==> src/logic/kli_defines.svh <==
// Summary of operation
// - Disabled line is plain I/O, no request
// - Enable bit n lets flag n request
// - Select zero detects low level
// - Select one detects high level
// - Both registers reset to all zeros
// - Level sets flag; software clears it
// - Eight lines share one request vector
// - Global keypad enable gates combined request
// - Detected level on an enabled line wakes core from sleep, gated like the request
`ifndef KLI_DEFINES_SVH
`define KLI_DEFINES_SVH

`define KLI_LINES            8
`define KLI_ADDR_LEVEL_SEL   8'h9c
`define KLI_ADDR_LINE_EN     8'h9d
`define KLI_ADDR_FLAGS       8'h9e
`define KLI_RST_LEVEL_SEL    8'h00
`define KLI_RST_LINE_EN      8'h00
`define KLI_RST_FLAGS        8'h00
`define KLI_RDATA_UNMAPPED   8'h00
`define KLI_SYNC_STAGES      3

`endif

==> src/logic/kli_pkg.sv <==
package kli_pkg;

   typedef logic [7:0] kli_byte_type;
   typedef logic [7:0] kli_lines_type;

   // Which register a bus access selects
   typedef enum logic [3:0] {
      KLI_SEL_NONE      = 4'h1,
      KLI_SEL_LEVEL_SEL = 4'h2,
      KLI_SEL_LINE_EN   = 4'h4,
      KLI_SEL_FLAGS     = 4'h8
   } kli_sel_type;

endpackage

==> src/logic/kli_det_if.sv <==
`timescale 1ns/10ps
interface kli_det_if;
   import kli_pkg::*;

   kli_lines_type level_sel;
   kli_lines_type line_level;
   kli_lines_type line_detect;

   modport ctrl (output level_sel, input line_level, input line_detect);
   modport det  (input level_sel, output line_level, output line_detect);
endinterface

==> src/logic/kli_line_sync.sv <==
`timescale 1ns/10ps
`include "kli_defines.svh"
module kli_line_sync
   import kli_pkg::*;
#(
   parameter int LINES = `KLI_LINES
) (
   input  wire logic             sys_clk,
   input  wire logic             sys_rst,
   input  wire logic [LINES-1:0] port1_pin,
   kli_det_if.det                det
);

   logic [LINES-1:0] s1_ff;
   logic [LINES-1:0] s2_ff;
   logic [LINES-1:0] s3_ff;
   logic [LINES-1:0] stable_ff;
   logic [LINES-1:0] nxt_stable;

   genvar g;
   generate
      for (g = 0; g < LINES; g = g + 1) begin : g_line
         // A change is accepted only when the last two stages agree
         assign nxt_stable[g] = (s2_ff[g] == s3_ff[g]) ? s3_ff[g] : stable_ff[g];
         // Select zero: low level detected; select one: high level detected
         assign det.line_detect[g] = det.level_sel[g] ? stable_ff[g] : ~stable_ff[g];
      end
   endgenerate

   assign det.line_level = stable_ff;

   // Idle keypad lines are pulled up, so reset to ones avoids a false low detect
   always_ff @(posedge sys_clk) begin
      if (sys_rst) begin
         s1_ff     <= '1;
         s2_ff     <= '1;
         s3_ff     <= '1;
         stable_ff <= '1;
      end else begin
         s1_ff     <= port1_pin;
         s2_ff     <= s1_ff;
         s3_ff     <= s2_ff;
         stable_ff <= nxt_stable;
      end
   end

endmodule

==> src/logic/kli_top.sv <==
`timescale 1ns/10ps
`include "kli_defines.svh"
module kli_top
   import kli_pkg::*;
#(
   parameter int LINES = `KLI_LINES
) (
   input  wire logic             sys_clk,
   input  wire logic             sys_rst,
   input  wire logic [7:0]       sfr_addr,
   input  wire logic             sfr_wr,
   input  wire logic             sfr_rd,
   input  wire logic [7:0]       sfr_wdata,
   output logic      [7:0]       sfr_rdata,
   input  wire logic [LINES-1:0] port1_pin,
   input  wire logic             keypad_global_irq_enable,
   output logic                  keypad_irq,
   output logic                  keypad_wake,
   output logic      [LINES-1:0] line_alt_func,
   output logic      [LINES-1:0] line_level
);

   // Shared decode used by both the write path and the read path
   function automatic kli_sel_type kli_decode(input logic [7:0] addr);
      kli_sel_type sel;
      case (addr)
         `KLI_ADDR_LEVEL_SEL: begin
            sel = KLI_SEL_LEVEL_SEL;
         end
         `KLI_ADDR_LINE_EN: begin
            sel = KLI_SEL_LINE_EN;
         end
         `KLI_ADDR_FLAGS: begin
            sel = KLI_SEL_FLAGS;
         end
         default: begin
            sel = KLI_SEL_NONE;
         end
      endcase
      return sel;
   endfunction

   // Registers narrower than a byte read back with zeros above
   function automatic kli_byte_type kli_pad_byte(input logic [LINES-1:0] bits);
      return kli_byte_type'(bits);
   endfunction

   // Register state
   logic [LINES-1:0] line_level_select_ff;
   logic [LINES-1:0] line_irq_enable_ff;
   logic [LINES-1:0] line_detect_flag_ff;
   logic [7:0]       rdata_ff;
   logic             irq_ff;
   logic             wake_ff;
   logic [LINES-1:0] alt_func_ff;
   logic [LINES-1:0] level_ff;

   // Next values
   logic [LINES-1:0] nxt_line_level_select;
   logic [LINES-1:0] nxt_line_irq_enable;
   logic [LINES-1:0] nxt_line_detect_flag;
   logic [7:0]       nxt_rdata;
   logic             nxt_irq;
   logic             nxt_wake;

   // Decode and selection wires
   kli_sel_type      bus_sel;
   logic             wr_level_sel;
   logic             wr_line_en;
   logic             wr_flags;
   logic [LINES-1:0] flag_clear;
   logic [LINES-1:0] flag_set;
   logic [LINES-1:0] flags_masked;
   logic             any_flag_masked;
   logic [7:0]       rd_mux;
   logic [7:0]       level_sel_byte;
   logic [7:0]       line_en_byte;
   logic [7:0]       flags_byte;

   kli_det_if det_bus ();

   kli_line_sync #(
      .LINES     (LINES)
   ) u_line_sync (
      .sys_clk   (sys_clk),
      .sys_rst   (sys_rst),
      .port1_pin (port1_pin),
      .det       (det_bus.det)
   );

   assign det_bus.level_sel = line_level_select_ff;

   // Register bus decode
   assign bus_sel      = kli_decode(sfr_addr);
   assign wr_level_sel = sfr_wr && (bus_sel == KLI_SEL_LEVEL_SEL);
   assign wr_line_en   = sfr_wr && (bus_sel == KLI_SEL_LINE_EN);
   assign wr_flags     = sfr_wr && (bus_sel == KLI_SEL_FLAGS);

   assign nxt_line_level_select = wr_level_sel ? sfr_wdata[LINES-1:0] : line_level_select_ff;
   assign nxt_line_irq_enable   = wr_line_en ? sfr_wdata[LINES-1:0] : line_irq_enable_ff;

   assign flag_set = det_bus.line_detect;

   // Writing zero to a flag bit clears it; writing one leaves it alone.
   // A detection in the same cycle as the clear keeps the flag set.
   genvar g;
   generate
      for (g = 0; g < LINES; g = g + 1) begin : g_flag
         assign flag_clear[g]           = wr_flags && !sfr_wdata[g];
         assign nxt_line_detect_flag[g] = (line_detect_flag_ff[g] && !flag_clear[g]) || flag_set[g];
         // Flags still record levels on disabled lines, but never request
         assign flags_masked[g]         = line_detect_flag_ff[g] && line_irq_enable_ff[g];
      end
   endgenerate

   assign any_flag_masked = |flags_masked;
   assign nxt_irq         = any_flag_masked && keypad_global_irq_enable;

   // Wake follows the same gating so a masked key cannot rouse a sleeping core
   assign nxt_wake = nxt_irq;

   // Read path
   assign level_sel_byte = kli_pad_byte(line_level_select_ff);
   assign line_en_byte   = kli_pad_byte(line_irq_enable_ff);
   assign flags_byte     = kli_pad_byte(line_detect_flag_ff);

   always_comb begin
      rd_mux = `KLI_RDATA_UNMAPPED;
      unique case (bus_sel)
         KLI_SEL_LEVEL_SEL: begin
            rd_mux = level_sel_byte;
         end
         KLI_SEL_LINE_EN: begin
            rd_mux = line_en_byte;
         end
         KLI_SEL_FLAGS: begin
            rd_mux = flags_byte;
         end
         // Unmapped addresses read zero, never stale data
         KLI_SEL_NONE: begin
            rd_mux = `KLI_RDATA_UNMAPPED;
         end
      endcase
   end

   // Read data holds between reads so the core may sample late
   assign nxt_rdata = sfr_rd ? rd_mux : rdata_ff;

   always_ff @(posedge sys_clk) begin
      if (sys_rst) begin
         line_level_select_ff <= LINES'(`KLI_RST_LEVEL_SEL);
      end else begin
         line_level_select_ff <= nxt_line_level_select;
      end
   end

   always_ff @(posedge sys_clk) begin
      if (sys_rst) begin
         line_irq_enable_ff <= LINES'(`KLI_RST_LINE_EN);
      end else begin
         line_irq_enable_ff <= nxt_line_irq_enable;
      end
   end

   always_ff @(posedge sys_clk) begin
      if (sys_rst) begin
         line_detect_flag_ff <= LINES'(`KLI_RST_FLAGS);
      end else begin
         line_detect_flag_ff <= nxt_line_detect_flag;
      end
   end

   // Request is a registered level so the core never sees decode glitches
   always_ff @(posedge sys_clk) begin
      if (sys_rst) begin
         irq_ff <= 1'b0;
      end else begin
         irq_ff <= nxt_irq;
      end
   end

   // Wake has its own flop so it can be moved to an always-on area alone
   always_ff @(posedge sys_clk) begin
      if (sys_rst) begin
         wake_ff <= 1'b0;
      end else begin
         wake_ff <= nxt_wake;
      end
   end

   always_ff @(posedge sys_clk) begin
      if (sys_rst) begin
         rdata_ff <= `KLI_RDATA_UNMAPPED;
      end else begin
         rdata_ff <= nxt_rdata;
      end
   end

   // Port mux hint and level mirror are registered to keep outputs glitch free
   always_ff @(posedge sys_clk) begin
      if (sys_rst) begin
         alt_func_ff <= '0;
      end else begin
         alt_func_ff <= nxt_line_irq_enable;
      end
   end

   always_ff @(posedge sys_clk) begin
      if (sys_rst) begin
         level_ff <= '1;
      end else begin
         level_ff <= det_bus.line_level;
      end
   end

   assign sfr_rdata     = rdata_ff;
   assign keypad_irq    = irq_ff;
   assign keypad_wake   = wake_ff;
   assign line_alt_func = alt_func_ff;
   assign line_level    = level_ff;

endmodule

==> config.mk <==
export PLATFORM = sky130hd
export DESIGN_NAME = kli_top
export DESIGN_NICKNAME = d
export VERILOG_FILES = /design/src/logic/kli_pkg.sv /design/src/logic/kli_det_if.sv /design/src/logic/kli_line_sync.sv /design/src/logic/kli_top.sv
export VERILOG_INCLUDE_DIRS = /design/src /design/src/logic
export SDC_FILE = /design/constraint.sdc
export NUM_CORES = 1
export LEC_CHECK = 0
export ABC_AREA = 1
export BUFFER_PORTS_ARGS = -buffer_cell sky130_fd_sc_hd__buf_2
export CORE_UTILIZATION = 55
export DETAILED_ROUTE_END_ITERATION = 7
export PLACE_DENSITY = 0.79
export SLEW_MARGIN = 20
export SYNTH_ARGS = -nofsm -noshare
export SYNTH_HDL_FRONTEND = slang
export SYNTH_SLANG_ARGS = --single-unit
export TNS_END_PERCENT = 1
==> constraint.sdc <==
create_clock -name sys_clk -period 3 [get_ports sys_clk]
set_clock_uncertainty 0.05 [all_clocks]
set_input_delay 0.6 -clock sys_clk [delete_from_list [all_inputs] [get_ports sys_clk]]
set_output_delay 0.6 -clock sys_clk [all_outputs]
set_load 0.01 [all_outputs]
==> flow_summary.html <==
<table>
<tr><th>Metric</th><th>Value</th></tr>
<tr><th colspan="2">Routing</th></tr>
<tr><td>Routed length per placed instance</td><td>12.2 um</td></tr>
<tr><td>Overall routed net length</td><td>5370 um</td></tr>
<tr><td>Vias after detailed routing</td><td>approximately 2,200</td></tr>
<tr><td>Pre-Repair DR Iteration Count</td><td>4</td></tr>
<tr><td>Number of DRC markers in iteration 0</td><td>about 150</td></tr>
<tr><td>DR DRC count</td><td>0</td></tr>
<tr><td>Antenna-violating nets left</td><td>0</td></tr>
<tr><td>Via density per instance</td><td>5.01</td></tr>
<tr><th colspan="2">Global routing</th></tr>
<tr><td>Via count of the first global-routing pass</td><td>1,975</td></tr>
<tr><td>Gr ovfl total</td><td>0</td></tr>
<tr><td>Largest net degree at the start of global routing</td><td>49</td></tr>
<tr><td>Initial antenna violation count</td><td>0</td></tr>
<tr><td>Overall global routing resource usage</td><td>22.1%</td></tr>
<tr><td>Wire length of the first global-routing pass</td><td>8910 um</td></tr>
<tr><th colspan="2">Final layout</th></tr>
<tr><td>Total number of nets in the final design</td><td>398</td></tr>
<tr><td>Layout Cells excl Fill</td><td>440</td></tr>
<tr><td>Synthesis-to-finish area growth</td><td>15.9%</td></tr>
<tr><td>Fraction of final layout cells sized beyond drive strength 1</td><td>34.3%</td></tr>
<tr><td>Diodes inserted</td><td>0</td></tr>
<tr><th colspan="2">Floorplanning</th></tr>
<tr><td>Initial core utilization</td><td>58.7%</td></tr>
<tr><td>Core region area</td><td>4850 um^2</td></tr>
<tr><td>Die width</td><td>about 74 um</td></tr>
<tr><td>Std cell rows</td><td>25</td></tr>
<tr><td>Count of pins on the block boundary</td><td>55</td></tr>
<tr><td>Height of the die</td><td>74.0 um</td></tr>
<tr><td>Overall die area</td><td>5470 um^2</td></tr>
<tr><th colspan="2">Pwr</th></tr>
<tr><td>Power share of the clock group</td><td>between 40% and 50%</td></tr>
<tr><td>Switching Share</td><td>22.7%</td></tr>
<tr><td>Reported leakage power</td><td>1.35 nW</td></tr>
<tr><td>Flop pwr share</td><td>54.9%</td></tr>
<tr><td>Power after layout</td><td>1.80 mW</td></tr>
<tr><td>P_sw</td><td>410 uW</td></tr>
<tr><td>Power per Cell Area</td><td>546 nW/um^2</td></tr>
<tr><td>Share of total power in combinational logic</td><td>4.9%</td></tr>
<tr><td>Pint</td><td>between 1 and 1.5 mW</td></tr>
<tr><td>Worst supply voltage drop on vdd</td><td>0.000343 V</td></tr>
<tr><th colspan="2">Critical path</th></tr>
<tr><td>Category of the worst setup path capture point</td><td>output pin</td></tr>
<tr><td>Required time of the critical path</td><td>2.35 ns</td></tr>
<tr><td>Max Fanout on Critical Path</td><td>4</td></tr>
<tr><td>Ordered list of cells on the worst path</td><td>buf_2</td></tr>
<tr><td>WP data arrival</td><td>approximately 0.93 ns</td></tr>
<tr><td>Critical path start-end classification</td><td>register to output pin</td></tr>
<tr><td>Buffers plus inverters on the worst setup path</td><td>1</td></tr>
<tr><td>Category of cells accounting for the largest share of critical-path delay</td><td>flip-flops</td></tr>
<tr><td>Critical Path Slowest Stage Cell</td><td>dfxtp_1</td></tr>
<tr><td>Startpoint kind of the worst setup timing path</td><td>register</td></tr>
<tr><td>Max stage delay on crit path</td><td>between 0.4 and 0.5 ns</td></tr>
<tr><th colspan="2">Clocking</th></tr>
<tr><td>Number of buffers created by CTS</td><td>9</td></tr>
<tr><td>Post-cts gate resize count</td><td>0</td></tr>
<tr><td>Buffer levels on the longest clock path</td><td>2</td></tr>
<tr><td>Sinks on Clock Net</td><td>between 70 and 80</td></tr>
<tr><td>Clk_lat worst skew</td><td>roughly 0.34 ns</td></tr>
<tr><td>Setup repair bufs after CTS</td><td>0</td></tr>
<tr><td>H-tree depth</td><td>3</td></tr>
<tr><td>Clock tree from TritonCTS</td><td>yes</td></tr>
<tr><td>Post-CTS Hold Buffers</td><td>0</td></tr>
<tr><td>Clock transition at the registers of the reported paths</td><td>0.08 ns</td></tr>
<tr><td>Clk root buf</td><td>clkbuf_8</td></tr>
<tr><th colspan="2">Placed design</th></tr>
<tr><td>Inst Count DP</td><td>425</td></tr>
<tr><td>Post-DP HPWL</td><td>3690 um</td></tr>
<tr><td>Placement-stage worst setup slack</td><td>1.09 ns</td></tr>
<tr><td>Total of buffers placed on input and output ports</td><td>54</td></tr>
<tr><td>Routability-driven placement congestion ratio</td><td>0.824</td></tr>
<tr><th colspan="2">Timing</th></tr>
<tr><td>Crit path setup slack, layout</td><td>1.42 ns</td></tr>
<tr><td>Total negative slack</td><td>0 ns</td></tr>
<tr><td>Min cycle time layout</td><td>around 1.6 ns</td></tr>
<tr><td>Worst rel slew slack</td><td>55.6%</td></tr>
<tr><td>Setup repair after global routing missed its margin</td><td>false</td></tr>
<tr><td>FMAX</td><td>0.632 GHz</td></tr>
<tr><td>Number of endpoints failing setup at the final stage</td><td>0</td></tr>
<tr><td>Slew Limit Fails</td><td>0</td></tr>
<tr><td>Total count of hold-check failures in the final report</td><td>0</td></tr>
<tr><td>Worst-margin pin slew</td><td>0.665 ns</td></tr>
<tr><td>Post-route fraction of the period consumed by the critical path</td><td>52.8%</td></tr>
<tr><th colspan="2">Yosys</th></tr>
<tr><td>Number of cells produced by synthesis</td><td>316</td></tr>
<tr><td>Seq/Total Area, Yosys</td><td>51.3%</td></tr>
<tr><td>Synthesized netlist net count</td><td>345</td></tr>
<tr><td>Number of synthesized register bits</td><td>73</td></tr>
<tr><td>Netlist cell types</td><td>25</td></tr>
<tr><td>Number of warnings printed during yosys synthesis</td><td>0</td></tr>
<tr><td>Per-instance average area after synthesis</td><td>9.01 um^2</td></tr>
<tr><td>Post-synthesis cell area</td><td>2850 um^2</td></tr>
<tr><th colspan="2">Status</th></tr>
<tr><td>Outcome</td><td>finished clean</td></tr>
<tr><th colspan="2">Worst hold path</th></tr>
<tr><td>Class of the tightest hold or removal check</td><td>register to register</td></tr>
<tr><th colspan="2">Flow run</th></tr>
<tr><td>Max-cap viol count</td><td>0</td></tr>
</table>
[power by group through the flow]
| stage | registers (mW) | logic (mW) | clock network [mW] |
|---|---|---|---|
| floorplan | 1.01 | 0.0570 | 0 |
| global placement | 1.01 | 0.0871 | 0 |
| detailed placement | 1.01 | 0.0880 | 0 |
| CTS | 0.990 | 0.0887 | 0.732 |
| global route | 0.991 | 0.0986 | 0.782 |
| finish | 0.990 | 0.0880 | 0.724 |
[cell usage in the layout, fill, tap and decap left out, drive strengths merged]
| cell | count |
|---|---|
| a21oi | 41 |
| a221oi | 2 |
| buf | 55 |
| bufinv | 1 |
| clkbuf | 9 |
| clkinv | 3 |
| clkinvlp | 2 |
| dfxtp | 73 |
| inv | 30 |
| nand2 | 38 |
| nand3 | 35 |
| nor2 | 12 |
| o21ai | 32 |
| or2 | 32 |
| xor2 | 8 |
[worst paths after layout]
kind                   startpoint              endpoint  slack (ns)  depth (start not counted)
max              line_alt_func[0]      line_alt_func[0]        1.42                          1
min          u_line_sync.s1_ff[3]  u_line_sync.s2_ff[3]        0.36                          1
max reg2reg      line_alt_func[2]           keypad_wake        2.04                          4
min reg2reg  u_line_sync.s1_ff[3]  u_line_sync.s2_ff[3]        0.36                          1
[cells in the mapped netlist]
master / n / area (um^2)
inv_1: 27 / 101
buf_1: 1 / 3.75
nor2_4: 1 / 11.3
nand3_1: 32 / 160
nor2_8: 3 / 60.1
o21ai_1: 24 / 120
inv_2: 3 / 11.3
nand3_4: 3 / 52.6
nand2_4: 1 / 11.3
nor2_1: 8 / 30.0
a21oi_1: 27 / 135
nand2_1: 32 / 120
a21oi_2: 14 / 123
buf_6: 2 / 22.5
buf_8: 2 / 30.0
buf_2: 1 / 5.00
or2_1: 4 / 25.0
o21ai_0: 8 / 40.0
clkbuf_1: 6 / 22.5
a221oi_1: 2 / 17.5
xor2_1: 8 / 70.1
dfxtp_1: 73 / 1460
buf_4: 1 / 7.51
nand2_2: 5 / 31.3
or2_2: 28 / 175
[sequential cells by signal, summed over array words and instances, names as in the netlist]
signal                      cells
sfr_rdata                       8
line_level                      8
u_line_sync.s1_ff               8
flags_byte                      8
det_bus.level_sel               8
line_alt_func                   8
keypad_wake                     1
u_line_sync.s2_ff               8
u_line_sync.det.line_level      8
u_line_sync.s3_ff               8
[layout make-up]
cell class / count / area (um^2)
fill: 417 / 1550
clock buffer: 9 / 124
sequential: 73 / 1460
timing repair buffer: 55 / 278
multi-input combinational: 200 / 1180
inverter: 30 / 113
tap: 67 / 83.8
clock inverter: 6 / 60.1
[cells by family after synthesis]
group                  share of synthesized area (%)
AO/OA/AOI/OAI                                   15.3
XOR/XNOR                                        2.46
buffers and inverters                           7.16
flip-flops                                      51.3
AND/OR/NAND/NOR                                 23.8
[through the flow]
| step | hold WS, ns | cell area, um^2 | utilization [%] |
|---|---|---|---|
| after global placement | 0.341 | 3120 | 64.3 |
| after detailed placement | 0.343 | 3120 | 64.3 |
| after global routing | 0.366 | 3300 | 68.1 |
| after floorplan | 0.339 | 2850 | - |
| final | 0.358 | 3300 | 68.1 |
| after CTS | 0.359 | 3300 | 68.1 |
[layer usage]
layer | routed length [um] | global-route usage (%)
met1 | 2540 | 28.8
met2 | 2460 | 34.2
met3 | 234 | 3.93
met4 | 133 | 13.5
met5 | 0 | 0
Power figures use the tool's default switching activity.
